File: src/hdl/gpsr_pkg.sv
package gpsr_pkg;
	// ==========================================================
	// register offsets
	localparam logic [3:0] gpsr_off_data = 4'h0; // port data latch
	localparam logic [3:0] gpsr_off_dir = 4'h1; // direction bits
	localparam logic [3:0] gpsr_off_pull = 4'h2; // pullup enable bits
	localparam logic [3:0] gpsr_off_dig = 4'h3; // shared digital enable
	localparam logic [3:0] gpsr_off_ana = 4'h4; // analog enable
	localparam logic [3:0] gpsr_off_pmsc = 4'h5; // power_down_status_control
	localparam logic [3:0] gpsr_off_stop = 4'h6; // stop command
	localparam logic [3:0] gpsr_off_wake = 4'h7; // wake command
	// ==========================================================
	// power_down_status_control fields
	localparam int gpsr_bit_full_flag = 4; // full_powerdown_recovered_flag
	localparam int gpsr_bit_part_flag = 3; // partial_powerdown_recovered_flag
	localparam int gpsr_bit_ack = 2; // partial_powerdown_ack
	localparam int gpsr_bit_pd_enable = 1; // powerdown_enable_once
	localparam int gpsr_bit_pd_mode = 0; // powerdown_mode_select_once
	// ==========================================================
	// reset values
	localparam logic [7:0] gpsr_rst_port = 8'h00; // all port registers
	localparam logic gpsr_rst_bit = 1'b0; // single control bits
	localparam int gpsr_pins = 8; // pins per port
	localparam int gpsr_out_only_idx = 6; // output_only_pin index
	localparam int gpsr_reset_pin_idx = 2; // reset_shared_pin index
	// ==========================================================
	// power states
	typedef enum logic [1:0]
	{
		gpsr_run = 2'b00,
		gpsr_standby = 2'b01, // powered_standby_mode
		gpsr_partial = 2'b11, // partial_power_down_mode
		gpsr_full = 2'b10 // full_power_down_mode
	} gpsr_state_e;
endpackage

File: src/hdl/gpsr_top.sv
`timescale 1ns/1ps
// Functional notes
// - enabled peripheral takes the pin over
// - reset: inputs, no pullups, direction zero
// - pullup only for general-purpose inputs
// - direction drives buffer and read source
// - input buffer on unless analog/output-only
// - digital peripheral owns buffer, direction picks read
// - analog: buffers off, input reads zero
// - analog beats shared digital function
// - full power-down restores reset defaults
// - partial power-down latches pin state
// - standby keeps all pin states
// - bit 4 flags full power-down recovery
// - bit 3 flags partial power-down recovery
// - writing ack bit 2 clears flag
// - bit 1 enables power-down modes
// - bit 0 picks full or partial
// - control bits accept first write only
// - read pin or latch, writes latched only in run and standby
// - pullup off for outputs and analog
module gpsr_top #(
	parameter int width = gpsr_pkg::gpsr_pins
) (
	input wire logic sys_clk,
	input wire logic reset_n,
	input wire logic [3:0] reg_addr,
	input wire logic [7:0] reg_wdata,
	input wire logic reg_write,
	input wire logic reg_read,
	output logic [7:0] reg_rdata,
	input wire logic [width-1:0] pin_in,
	output logic [width-1:0] pin_out,
	output logic [width-1:0] pin_oe,
	output logic [width-1:0] pin_pull,
	output logic [width-1:0] pin_ibe,
	input wire logic [width-1:0] periph_dig_oe,
	input wire logic [width-1:0] periph_dig_out,
	output logic [width-1:0] periph_in,
	output logic reset_pin_func,
	output logic background_mode_select_pin,
	output logic [1:0] power_state
);
	import gpsr_pkg::*;
	// ==========================================================
	// storage
	// all port registers are plain flip-flops cleared by reset and by a power-down wake
	// the hold set freezes the pin drive while partial power-down is in force
	// next_state is the combinational next value of state; power_state is a plain copy of state, not of next_state
	logic [width-1:0] port_data_latch; // written data
	logic [width-1:0] pin_direction_bit; // direction
	logic [width-1:0] pin_pullup_enable_bit; // pullup enables
	logic [width-1:0] dig_en; // shared digital enables
	logic [width-1:0] ana_en; // analog enables
	logic reset_func_en; // reset_shared_pin still reset
	logic bgsel_func_en; // output_only_pin still background
	logic full_powerdown_recovered_flag; // set after full power-down
	logic partial_powerdown_recovered_flag; // set after partial power-down
	logic powerdown_enable_once; // power-down enable
	logic powerdown_mode_select_once; // 1 partial, 0 full
	logic ctrl_written; // first write consumed
	gpsr_state_e state; // power state
	gpsr_state_e next_state; // next power state
	logic [width-1:0] hold_out; // pin latches for partial mode
	logic [width-1:0] hold_oe;
	logic [width-1:0] hold_pull;
	logic [width-1:0] hold_ibe;
	logic [width-1:0] pin_sync; // synchronised pin levels
	logic [width-1:0] mux_out; // live mux values
	logic [width-1:0] mux_oe;
	logic [width-1:0] mux_pull;
	logic [width-1:0] mux_ibe;
	logic [width-1:0] read_val; // port data read value
	logic [width-1:0] in_ok; // pins with an input buffer
	logic [width-1:0] eff_dig; // digital enables incl. special pins
	logic [width-1:0] eff_dig_oe;
	logic [width-1:0] eff_dig_out;
	logic [7:0] next_rdata; // read mux
	// ==========================================================
	// decode
	// one strobe per register; unmapped offsets decode to nothing and are dropped
	// the stop and wake offsets carry no storage, any write there is the command
	// only the acknowledge bit of a status write acts outside the first control write
	wire wr_data = reg_write & (reg_addr == gpsr_off_data);
	wire wr_dir = reg_write & (reg_addr == gpsr_off_dir);
	wire wr_pull = reg_write & (reg_addr == gpsr_off_pull);
	wire wr_dig = reg_write & (reg_addr == gpsr_off_dig);
	wire wr_ana = reg_write & (reg_addr == gpsr_off_ana);
	wire wr_pmsc = reg_write & (reg_addr == gpsr_off_pmsc);
	wire wr_stop = reg_write & (reg_addr == gpsr_off_stop);
	wire wr_wake = reg_write & (reg_addr == gpsr_off_wake);
	wire ack_ppd = wr_pmsc & reg_wdata[gpsr_bit_ack];
	wire ctrl_take = wr_pmsc & ~ctrl_written;
	wire in_run = (state == gpsr_run);
	wire full_wake = (state == gpsr_full) & wr_wake;
	wire part_wake = (state == gpsr_partial) & wr_wake;
	wire regs_live = in_run | (state == gpsr_standby);
	// ==========================================================
	// special pins: reset_shared_pin and output_only_pin act as a digital function
	// the reset function pin is never driven by the port while that function holds it
	// the output-only pin has no input buffer, so it never feeds reads or peripherals
	// writing the shared digital enable with the pin's bit clear hands it to the port
	always_comb
	begin
		in_ok = {width{1'b1}};
		in_ok[gpsr_out_only_idx] = 1'b0;
		eff_dig = dig_en;
		eff_dig[gpsr_reset_pin_idx] = dig_en[gpsr_reset_pin_idx] | reset_func_en;
		eff_dig[gpsr_out_only_idx] = dig_en[gpsr_out_only_idx] | bgsel_func_en;
		eff_dig_oe = periph_dig_oe;
		eff_dig_oe[gpsr_reset_pin_idx] = reset_func_en ? 1'b0 : periph_dig_oe[gpsr_reset_pin_idx];
		eff_dig_out = periph_dig_out;
	end
	// ==========================================================
	// input synchroniser
	// pin levels come from the board and are asynchronous to sys_clk
	// reads and peripheral inputs therefore see each level two edges late
	gpsr_sync #(
		.width(width)
	) u_sync (
		.sys_clk(sys_clk),
		.reset_n(reset_n),
		.async_in(pin_in),
		.sync_out(pin_sync)
	);
	// ==========================================================
	// pin multiplexing
	// priority per pin: analog first, then shared digital, then the port registers
	// the mux outputs are live values; the pin drive below picks them or the hold set
	gpsr_pinmux #(
		.width(width)
	) u_mux (
		.dir(pin_direction_bit),
		.pull(pin_pullup_enable_bit),
		.data(port_data_latch),
		.dig_en(eff_dig),
		.dig_oe(eff_dig_oe),
		.dig_out(eff_dig_out),
		.ana_en(ana_en),
		.in_ok(in_ok),
		.pin_level(pin_sync),
		.pin_out(mux_out),
		.pin_oe(mux_oe),
		.pin_pull(mux_pull),
		.pin_ibe(mux_ibe),
		.read_val(read_val)
	);
	// ==========================================================
	// pin drive: live in run/standby, latched in partial, off in full
	assign pin_out = (state == gpsr_partial) ? hold_out : ((state == gpsr_full) ? '0 : mux_out);
	assign pin_oe = (state == gpsr_partial) ? hold_oe : ((state == gpsr_full) ? '0 : mux_oe);
	assign pin_pull = (state == gpsr_partial) ? hold_pull : ((state == gpsr_full) ? '0 : mux_pull);
	assign pin_ibe = (state == gpsr_partial) ? hold_ibe : ((state == gpsr_full) ? '0 : mux_ibe);
	// peripherals see a pin only through the buffer that is enabled at the pin;
	// the live mux value would leak levels while the buffers are off in power-down
	assign periph_in = pin_sync & pin_ibe;
	// the special functions are reported so the board side knows who owns those pins
	assign reset_pin_func = reset_func_en;
	assign background_mode_select_pin = bgsel_func_en;
	assign power_state = state;
	// ==========================================================
	// stop sequencing
	// a stop command only acts from run; the control bits pick which stop mode
	// with power-down disabled the block always parks in standby with logic powered
	// any wake command returns to run; what a wake clears sits with the registers
	always_comb
	begin
		next_state = state;
		case (state)
			gpsr_run:
			begin
				if (wr_stop)
				begin
					if (!powerdown_enable_once)
						next_state = gpsr_standby;
					else if (powerdown_mode_select_once)
						next_state = gpsr_partial;
					else
						next_state = gpsr_full;
				end
			end
			gpsr_standby, gpsr_partial, gpsr_full:
			begin
				if (wr_wake)
					next_state = gpsr_run;
			end
			default:
				next_state = gpsr_run;
		endcase
	end
	// state register
	// synchronous reset always brings the block back to run
	always_ff @(posedge sys_clk)
	begin
		if (!reset_n)
			state <= gpsr_run;
		else
			state <= next_state;
	end
	// ==========================================================
	// pin hold latches, captured as the partial mode is entered
	// capture happens on every stop command, which is harmless for the other modes
	// because only the partial state ever selects the hold set for the pins
	always_ff @(posedge sys_clk)
	begin
		if (!reset_n)
		begin
			hold_out <= '0;
			hold_oe <= '0;
			hold_pull <= '0;
			hold_ibe <= '0;
		end
		else if (in_run & wr_stop)
		begin
			hold_out <= mux_out;
			hold_oe <= mux_oe;
			hold_pull <= mux_pull;
			hold_ibe <= mux_ibe;
		end
	end
	// ==========================================================
	// port registers; lost on full and partial power-down wake
	// a full or partial wake behaves like a reset for these registers, since they
	// lost power; writes are refused while the pins are frozen or powered down
	// a standby stop keeps them, as the logic stays powered there
	always_ff @(posedge sys_clk)
	begin
		if (!reset_n || full_wake || part_wake)
		begin
			port_data_latch <= gpsr_rst_port[width-1:0];
			pin_direction_bit <= gpsr_rst_port[width-1:0];
			pin_pullup_enable_bit <= gpsr_rst_port[width-1:0];
			dig_en <= gpsr_rst_port[width-1:0];
			ana_en <= gpsr_rst_port[width-1:0];
		end
		else if (regs_live)
		begin
			if (wr_data)
				port_data_latch <= reg_wdata[width-1:0];
			if (wr_dir)
				pin_direction_bit <= reg_wdata[width-1:0];
			if (wr_pull)
				pin_pullup_enable_bit <= reg_wdata[width-1:0];
			if (wr_dig)
				dig_en <= reg_wdata[width-1:0];
			if (wr_ana)
				ana_en <= reg_wdata[width-1:0];
		end
	end
	// ==========================================================
	// special pin functions: released by writing the digital enable register
	// only a full wake brings the special functions back; partial power-down keeps
	// them as software left them before the stop
	always_ff @(posedge sys_clk)
	begin
		if (!reset_n || full_wake)
		begin
			reset_func_en <= 1'b1;
			bgsel_func_en <= 1'b1;
		end
		else if (wr_dig & regs_live)
		begin
			reset_func_en <= reg_wdata[gpsr_reset_pin_idx];
			bgsel_func_en <= reg_wdata[gpsr_out_only_idx];
		end
	end
	// ==========================================================
	// power control bits and recovery flags
	// the recovery flags are set by hardware on wake and read through the status register
	// a partial wake and an acknowledge in one cycle leave the flag set, so software
	// never loses a recovery that it has not seen yet
	always_ff @(posedge sys_clk)
	begin
		if (!reset_n)
		begin
			full_powerdown_recovered_flag <= gpsr_rst_bit;
			partial_powerdown_recovered_flag <= gpsr_rst_bit;
			powerdown_enable_once <= gpsr_rst_bit;
			powerdown_mode_select_once <= gpsr_rst_bit;
			ctrl_written <= gpsr_rst_bit;
		end
		else if (full_wake)
		begin
			full_powerdown_recovered_flag <= 1'b1;
			partial_powerdown_recovered_flag <= 1'b0;
			powerdown_enable_once <= gpsr_rst_bit;
			powerdown_mode_select_once <= gpsr_rst_bit;
			ctrl_written <= gpsr_rst_bit;
		end
		else
		begin
			if (part_wake)
				partial_powerdown_recovered_flag <= 1'b1;
			else if (ack_ppd)
				partial_powerdown_recovered_flag <= 1'b0;
			if (ctrl_take)
			begin
				powerdown_enable_once <= reg_wdata[gpsr_bit_pd_enable];
				powerdown_mode_select_once <= reg_wdata[gpsr_bit_pd_mode];
				ctrl_written <= 1'b1;
			end
		end
	end
	// ==========================================================
	// read mux, data one cycle after the strobe
	// unmapped offsets and write-only bits read as zero
	// the stop offset reports the power state to software
	always_comb
	begin
		next_rdata = 8'h00;
		case (reg_addr)
			gpsr_off_data: next_rdata[width-1:0] = read_val;
			gpsr_off_dir: next_rdata[width-1:0] = pin_direction_bit;
			gpsr_off_pull: next_rdata[width-1:0] = pin_pullup_enable_bit;
			gpsr_off_dig: next_rdata[width-1:0] = dig_en;
			gpsr_off_ana: next_rdata[width-1:0] = ana_en;
			gpsr_off_pmsc:
			begin
				next_rdata[gpsr_bit_full_flag] = full_powerdown_recovered_flag;
				next_rdata[gpsr_bit_part_flag] = partial_powerdown_recovered_flag;
				next_rdata[gpsr_bit_pd_enable] = powerdown_enable_once;
				next_rdata[gpsr_bit_pd_mode] = powerdown_mode_select_once;
			end
			gpsr_off_stop: next_rdata[1:0] = state;
			default: next_rdata = 8'h00;
		endcase
	end
	// read data register; zero outside the answer cycle
	// reg_rdata is only valid in the cycle after the read strobe
	// a cleared bus between answers keeps stale data from passing for a reply
	always_ff @(posedge sys_clk)
	begin
		if (!reset_n)
			reg_rdata <= 8'h00;
		else if (reg_read)
			reg_rdata <= next_rdata;
		else
			reg_rdata <= 8'h00;
	end
endmodule // gpsr_top

File: src/hdl/gpsr_sync.sv
`timescale 1ns/1ps
// ==========================================================
// two-flop synchroniser for pin inputs
module gpsr_sync #(
	parameter int width = 8
) (
	input wire logic sys_clk,
	input wire logic reset_n,
	input wire logic [width-1:0] async_in,
	output logic [width-1:0] sync_out
);
	logic [width-1:0] meta; // first stage, read only by second
	// two stages
	always_ff @(posedge sys_clk)
	begin
		if (!reset_n)
		begin
			meta <= '0;
			sync_out <= '0;
		end
		else
		begin
			meta <= async_in;
			sync_out <= meta;
		end
	end
endmodule // gpsr_sync

File: src/hdl/gpsr_pinmux.sv
`timescale 1ns/1ps
// ==========================================================
// per-pin buffer and pullup selection
module gpsr_pinmux #(
	parameter int width = 8
) (
	input wire logic [width-1:0] dir,
	input wire logic [width-1:0] pull,
	input wire logic [width-1:0] data,
	input wire logic [width-1:0] dig_en,
	input wire logic [width-1:0] dig_oe,
	input wire logic [width-1:0] dig_out,
	input wire logic [width-1:0] ana_en,
	input wire logic [width-1:0] in_ok,
	input wire logic [width-1:0] pin_level,
	output logic [width-1:0] pin_out,
	output logic [width-1:0] pin_oe,
	output logic [width-1:0] pin_pull,
	output logic [width-1:0] pin_ibe,
	output logic [width-1:0] read_val
);
	genvar i;
	// one slice per pin
	generate
		for (i = 0; i < width; i++)
		begin : g_pin
			wire dig_own = dig_en[i] & ~ana_en[i]; // analog beats digital
			wire ibe = in_ok[i] & ~ana_en[i]; // input buffer enable
			assign pin_oe[i] = ana_en[i] ? 1'b0 : (dig_own ? dig_oe[i] : dir[i]);
			assign pin_out[i] = dig_own ? dig_out[i] : data[i];
			assign pin_pull[i] = pull[i] & ~pin_oe[i] & ~ana_en[i] & ~dig_own;
			assign pin_ibe[i] = ibe;
			assign read_val[i] = dir[i] ? data[i] : (ibe & pin_level[i]);
		end
	endgenerate
endmodule // gpsr_pinmux

File: config.mk
export PLATFORM = sky130hd
export DESIGN_NAME = gpsr_top
export DESIGN_NICKNAME = d
export VERILOG_FILES = /design/src/hdl/gpsr_pkg.sv /design/src/hdl/gpsr_top.sv /design/src/hdl/gpsr_sync.sv /design/src/hdl/gpsr_pinmux.sv
export SDC_FILE = /design/constraint.sdc
export NUM_CORES = 1
export LEC_CHECK = 0
export ABC_AREA = 1
export BUFFER_PORTS_ARGS = -buffer_cell sky130_fd_sc_hd__clkbuf_2
export CORE_ASPECT_RATIO = 1.5
export CORE_MARGIN = 2
export CORE_UTILIZATION = 50
export DETAILED_ROUTE_END_ITERATION = 7
export GPL_ROUTABILITY_DRIVEN = 0
export PLACE_DENSITY_LB_ADDON = 0.08
export SYNTH_ARGS = -nofsm -noshare
export SYNTH_HDL_FRONTEND = slang
export SYNTH_SLANG_ARGS = --single-unit
File: constraint.sdc
create_clock -name sys_clk -period 1.22 [get_ports sys_clk]
set_input_delay 0.244 -clock sys_clk [delete_from_list [all_inputs] [get_ports sys_clk]]
set_output_delay 0.244 -clock sys_clk [all_outputs]
set_load 0.03 [all_outputs]
==> run_results.csv, run 1 <==
group,metric,value,unit
outcome,status,"stopped before the end",
outcome,failed_stage,"global routing",
outcome,tool.error,"[ERROR DPL-0038] Utilization greater than 100%, impossible to legalize",
synth,synthMuxAreaShare,0,%
die,fp.dieH,124,um
synth,synth_area_leaders,"dfxtp_1, nand2_1, a21oi_1",
synth,synth_warnings,0,
die,initial_core_util,51.6,%
synth,synth-simple-area-share,31.9,%
die,rows,43,
placement,portBuffers,88,
synth,netlist_instances,710,
clock_tree,numCtsBuffers,9,
placement,place_hpwl,12200,um
synth,ys_seq_elements,102,
synth,synth_xor_area_share,0,%
synth,yosysTopAreaCellShare,42.5,%
die,die_w,84.1,um
synth,yosys.area_share.adder,0,%
synth,synth.largest_area_cell,"dfxtp_1",
synth,synth_top_family_by_area,"simple AND/OR/NAND/NOR gates",
synth,syn_area,4810,sq um
synth,yosysUniqueCellTypes,27,
timing,worst_endpoint,"pin_pull[0]",
grt,grt_max_degree,24,
synth,synth_compound_area_share,16.1,%
clock_tree,cts-root-buf,"clkbuf_16",
clock_tree,clockBufferDepth,2,
clock_tree,cts_hold_buf,0,
timing,worst-ep-kind,"primary output",
synth,yosysSeqAreaShare,42.5,%
clock_tree,h-tree-depth,3,
clock_tree,cts_sinks,102,
die,ios,92,
placement,dp.cells,1003,
synth,syn_avg_cell_area,6.77,sq um
-- cells by family after synthesis --
kind of cell	count (synthesis)
AOI/OAI and AO/OA	145
and+or+nand+nor	360
buffers and inverters	102
DFF	102
other	1
-- cells in the mapped netlist --
| master | count |
|---|---|
| o211ai_1 | 5 |
| clkbuf_2 | 1 |
| nand2_1 | 235 |
| nand3_1 | 57 |
| buf_4 | 4 |
| a21oi_2 | 4 |
| a22o_1 | 1 |
| nor4_1 | 1 |
| clkinv_1 | 1 |
| nand2_2 | 6 |
| a21oi_1 | 83 |
| inv_2 | 6 |
| conb_1 | 1 |
| dfxtp_1 | 102 |
| buf_2 | 7 |
| nor2_1 | 41 |
| buf_6 | 6 |
| o22ai_1 | 7 |
| nand4_1 | 7 |
| nor2_2 | 4 |
| a21boi_0 | 4 |
| nand2_4 | 1 |
| inv_1 | 68 |
| nand3_2 | 3 |
| clkbuf_1 | 9 |
| nor2_4 | 5 |
| o21ai_0 | 41 |
-- stage by stage --
stage	utilization (%)	hold slack [ns]	setup slack, ns	setup TNS, ns	instance area (sq um)
4_1_cts	89.6	0.0727	-0.452	-39.92	8340
3_5_place_dp	70.6	0.401	-0.263	-21.28	6570
3_3_place_gp	70.6	0.392	-0.233	-17.39	6570
2_1_floorplan	-	0.342	-0.216	-5.53	5210
-- timing repair --
item / in CTS
setup endpoints to repair: 120
gates cloned: 10
gates resized for setup: 264
endpoints found under the hold margin: 0
pin swaps: 33
setup buffers: 41
==> inputs of run 2 (changes only) <==
--- a/config.mk
+++ b/config.mk
@@ -7,12 +7,11 @@
 export LEC_CHECK = 0
 export ABC_AREA = 1
 export BUFFER_PORTS_ARGS = -buffer_cell sky130_fd_sc_hd__clkbuf_2
-export CORE_ASPECT_RATIO = 1.5
 export CORE_MARGIN = 2
-export CORE_UTILIZATION = 50
+export CORE_UTILIZATION = 40
 export DETAILED_ROUTE_END_ITERATION = 7
 export GPL_ROUTABILITY_DRIVEN = 0
-export PLACE_DENSITY_LB_ADDON = 0.08
+export PLACE_DENSITY_LB_ADDON = 0.15
 export SYNTH_ARGS = -nofsm -noshare
 export SYNTH_HDL_FRONTEND = slang
 export SYNTH_SLANG_ARGS = --single-unit
==> constraint.sdc (replaced) <==
create_clock -name sys_clk -period 1.6 [get_ports sys_clk]
set_input_delay 0.32 -clock sys_clk [delete_from_list [all_inputs] [get_ports sys_clk]]
set_output_delay 0.32 -clock sys_clk [all_outputs]
set_load 0.03 [all_outputs]
==> run_results.csv, run 2 <==
group,metric,value,unit
outcome,status,"finished with violations",
outcome,violations,"negative setup slack",
synth,syn_avg_cell_area,6.77,sq um
clock_tree,cts_sinks,102,
min_path,holdPathStages,3,
worst_setup_path,reg2reg_from,"ana_en[2]",
power,max-vdd-ir-drop,0.595,mV
worst_setup_path,crit_top_cell,"nand2_4",
synth,yosys.area_share.adder,0,%
min_path,hold_class,"primary input to flop",
clock_tree,cts_hold_buf,0,
synth,yosysUniqueCellTypes,27,
placement,portBuffers,88,
grt,grt_max_degree,32,
synth,synth_xor_area_share,0,%
clock_tree,clk_latency,0.35,ns
placement,placed_area,5860,sq um
timing,final.min_clock_period,1.80,ns
placement,dp.cells,976,
timing,setup_ws,-0.200,ns
routing,first_pass_iters,6,
synth,synth_top_family_by_area,"simple AND/OR/NAND/NOR gates",
grt,overflow,0,
die,rows,40,
routing,avgRoutedWirePerCell,17.2,um
worst_setup_path,rrSetupSlack,0.06,ns
worst_setup_path,cp.depth,6,
worst_setup_path,crit_end,"periph_in[0]",
power,seqPwrFrac,48.2,%
timing,finalSetupViolCount,37,
flow_run,drv_cap,0,
synth,synth_area_leaders,"dfxtp_1, nand2_1, a21oi_1",
synth,synth_compound_area_share,16.1,%
clock_tree,numCtsBuffers,9,
timing,fin_skew,0.00531,ns
synth,yosysSeqAreaShare,42.5,%
timing,fmax,556,MHz
finish,syn_to_final_growth,55.8,%
finish,post-route-cell-area,7490,sq um
worst_setup_path,critPathMaxFanout,8,
worst_setup_path,worstPathArrival,1.48,ns
synth,yosysTopAreaCellShare,42.5,%
synth,ys.flop_type,"dfxtp_1",
finish,diodes,0,
grt,track_usage,26.1,%
worst_setup_path,cp_slowest_cell,"dfxtp_4",
clock_tree,cts_tree,"built",
synth,syn_area,4810,sq um
synth,synth-simple-area-share,31.9,%
power,p_int,4.02,mW
worst_setup_path,critical_path.max_stage_delay,0.40,ns
timing,rsz0062_at_grt,"true",
worst_setup_path,critical_path_buf_inv_count,3,
die,die_w,114,um
finish,fillCellCount,1029,
grt,grt_pass1_vias,5059,
worst_setup_path,timing.rr.end,"hold_pull[2]",
power,p_leak,3.32,nW
worst_setup_path,cpLargestDelayFamily,"buffers and inverters",
power,comb_power_share,11.3,%
finish,layout.cells.most_common_list,"nand2_1, a21oi_1, dfxtp_1, buf_4, inv_1",
routing,ant_nets,0,
die,fp.coreArea,11900,sq um
finish,finalNetCount,915,
routing,drc,0,
die,ios,92,
routing,detail_route.wirelength,17700,um
worst_setup_path,reg2regPathDepth,8,
placement,place_hpwl,11900,um
synth,netlist_instances,710,
grt,grt_pass1_wl,26100,um
synth,synth.largest_area_cell,"dfxtp_1",
power,pwr_density_cell,723,nW/um^2
worst_setup_path,required,1.28,ns
synth,synth-edff-count,0,
synth,synth_common_cells,"nand2_1, dfxtp_1, a21oi_1, inv_1, nand3_1",
worst_setup_path,start_kind,"flop",
worst_setup_path,worstSetupEndpointType,"output port",
synth,yosys.cell_count.top_type,"nand2_1",
finish,drive_above_1_share,42.4,%
grt,antenna_found_initial,0,
clock_tree,path_clk_slew,0.07,ns
finish,mostFrequentLayoutCell,"nand2_1",
synth,ys_seq_elements,102,
synth,synthMuxAreaShare,0,%
clock_tree,h-tree-depth,3,
finish,fin_cells,1027,
synth,synthArstFlopShare,0,%
power,switching_power,1.39,mW
power,clockPowerShare,40.6,%
routing,via_count,5386,
timing,hold_viol_final,0,
routing,drtIter0Drc,404,
clock_tree,cts-root-buf,"clkbuf_16",
power,switching_share,25.7,%
routing,vias_per_cell,5.24,
worst_setup_path,crit_chain,"nand2_4 > inv_8 > buf_12 > nand2_4 > a21boi_2 > clkbuf_8",
synth,synth_warnings,0,
worst_setup_path,worstSetupPathType,"flop to output port",
die,dieArea,12900,sq um
clock_tree,clockBufferDepth,2,
timing,final_max_slew_viol_count,0,
die,fp.dieH,114,um
timing,timing.final.crit_share,112,%
worst_setup_path,cp-startpoint,"power_state[1]",
die,initial_core_util,40.5,%
-- run 2: cell counts after synthesis --
Identical to the previous run, type by type.
-- run 2: cells by family (layout without fill, tap and decap cells) --
kind of cell | Yosys count | count (layout)
buffers and inverters | 102 | 271
AOI/OAI and AO/OA | 145 | 145
and+or+nand+nor | 360 | 360
other | 1 | 2
DFF | 102 | 102
-- run 2: final cells by class --
cell class	instances	area [sq um]	area share (%)
clock inverter	6	62.6	0.835
multi-input combinational	507	2990	40.0
clock buffer	10	229	3.06
inverter	75	302	4.03
tap	147	184	2.46
timing repair buffer	180	1630	21.8
sequential	102	2090	27.9
-- run 2: per-layer routing --
metal / track usage, % / share of wire (%)
met5: 0 / 0
met4: 10.0 / 2.1
met3: 3.13 / 6.0
met2: 43.2 / 49
met1: 35.2 / 43
-- run 2: worst min-delay path by stage --
stage                   start                  to  slack (ns)
3_5_place_dp   u_sync.meta[4]  u_sync.sync_out[4]        0.40
2_1_floorplan  u_sync.meta[0]  u_sync.sync_out[0]        0.39
3_3_place_gp   u_sync.meta[7]  u_sync.sync_out[7]        0.40
4_1_cts             pin_in[7]      u_sync.meta[7]        0.14
6_report            pin_in[7]      u_sync.meta[7]        0.15
5_1_grt             pin_in[7]      u_sync.meta[7]        0.16
-- run 2: timing repair --
item,4_1_cts,5_1_grt
pin swaps,36,38
buffers inserted,26,12
gates resized for setup,197,122
setup endpoints to repair,38,39
cloned,2,0
-- run 2: worst min-delay path, stage by stage --
cell and delay (ns):
clkbuf_2 0.07, nand2_1 0.04, inv_1 0.04
-- run 2: stage by stage --
stage | total power, mW | hold slack [ns] | setup TNS (ns) | util [%] | worst slack (ns)
6_report | 5.42 | 0.149 | -3.46 | 63.1 | -0.200
5_1_grt | 5.60 | 0.158 | -5.10 | 63.1 | -0.261
4_1_cts | 5.38 | 0.145 | -3.02 | 58.9 | -0.169
3_5_place_dp | 3.17 | 0.398 | 0 | 49.4 | 0.0565
3_3_place_gp | 3.16 | 0.399 | 0 | 49.4 | 0.0516
2_1_floorplan | 2.94 | 0.390 | -0.205 | - | -0.0290
-- run 2: power groups by stage --
stage	logic [mW]	clock network, mW	registers (mW)
floorplan	0.279	0	2.66
global placement	0.493	0	2.67
detailed placement	0.498	0	2.67
CTS	0.566	2.21	2.61
global route	0.651	2.33	2.61
finish	0.610	2.20	2.61
(Power assumes the default switching activity.)
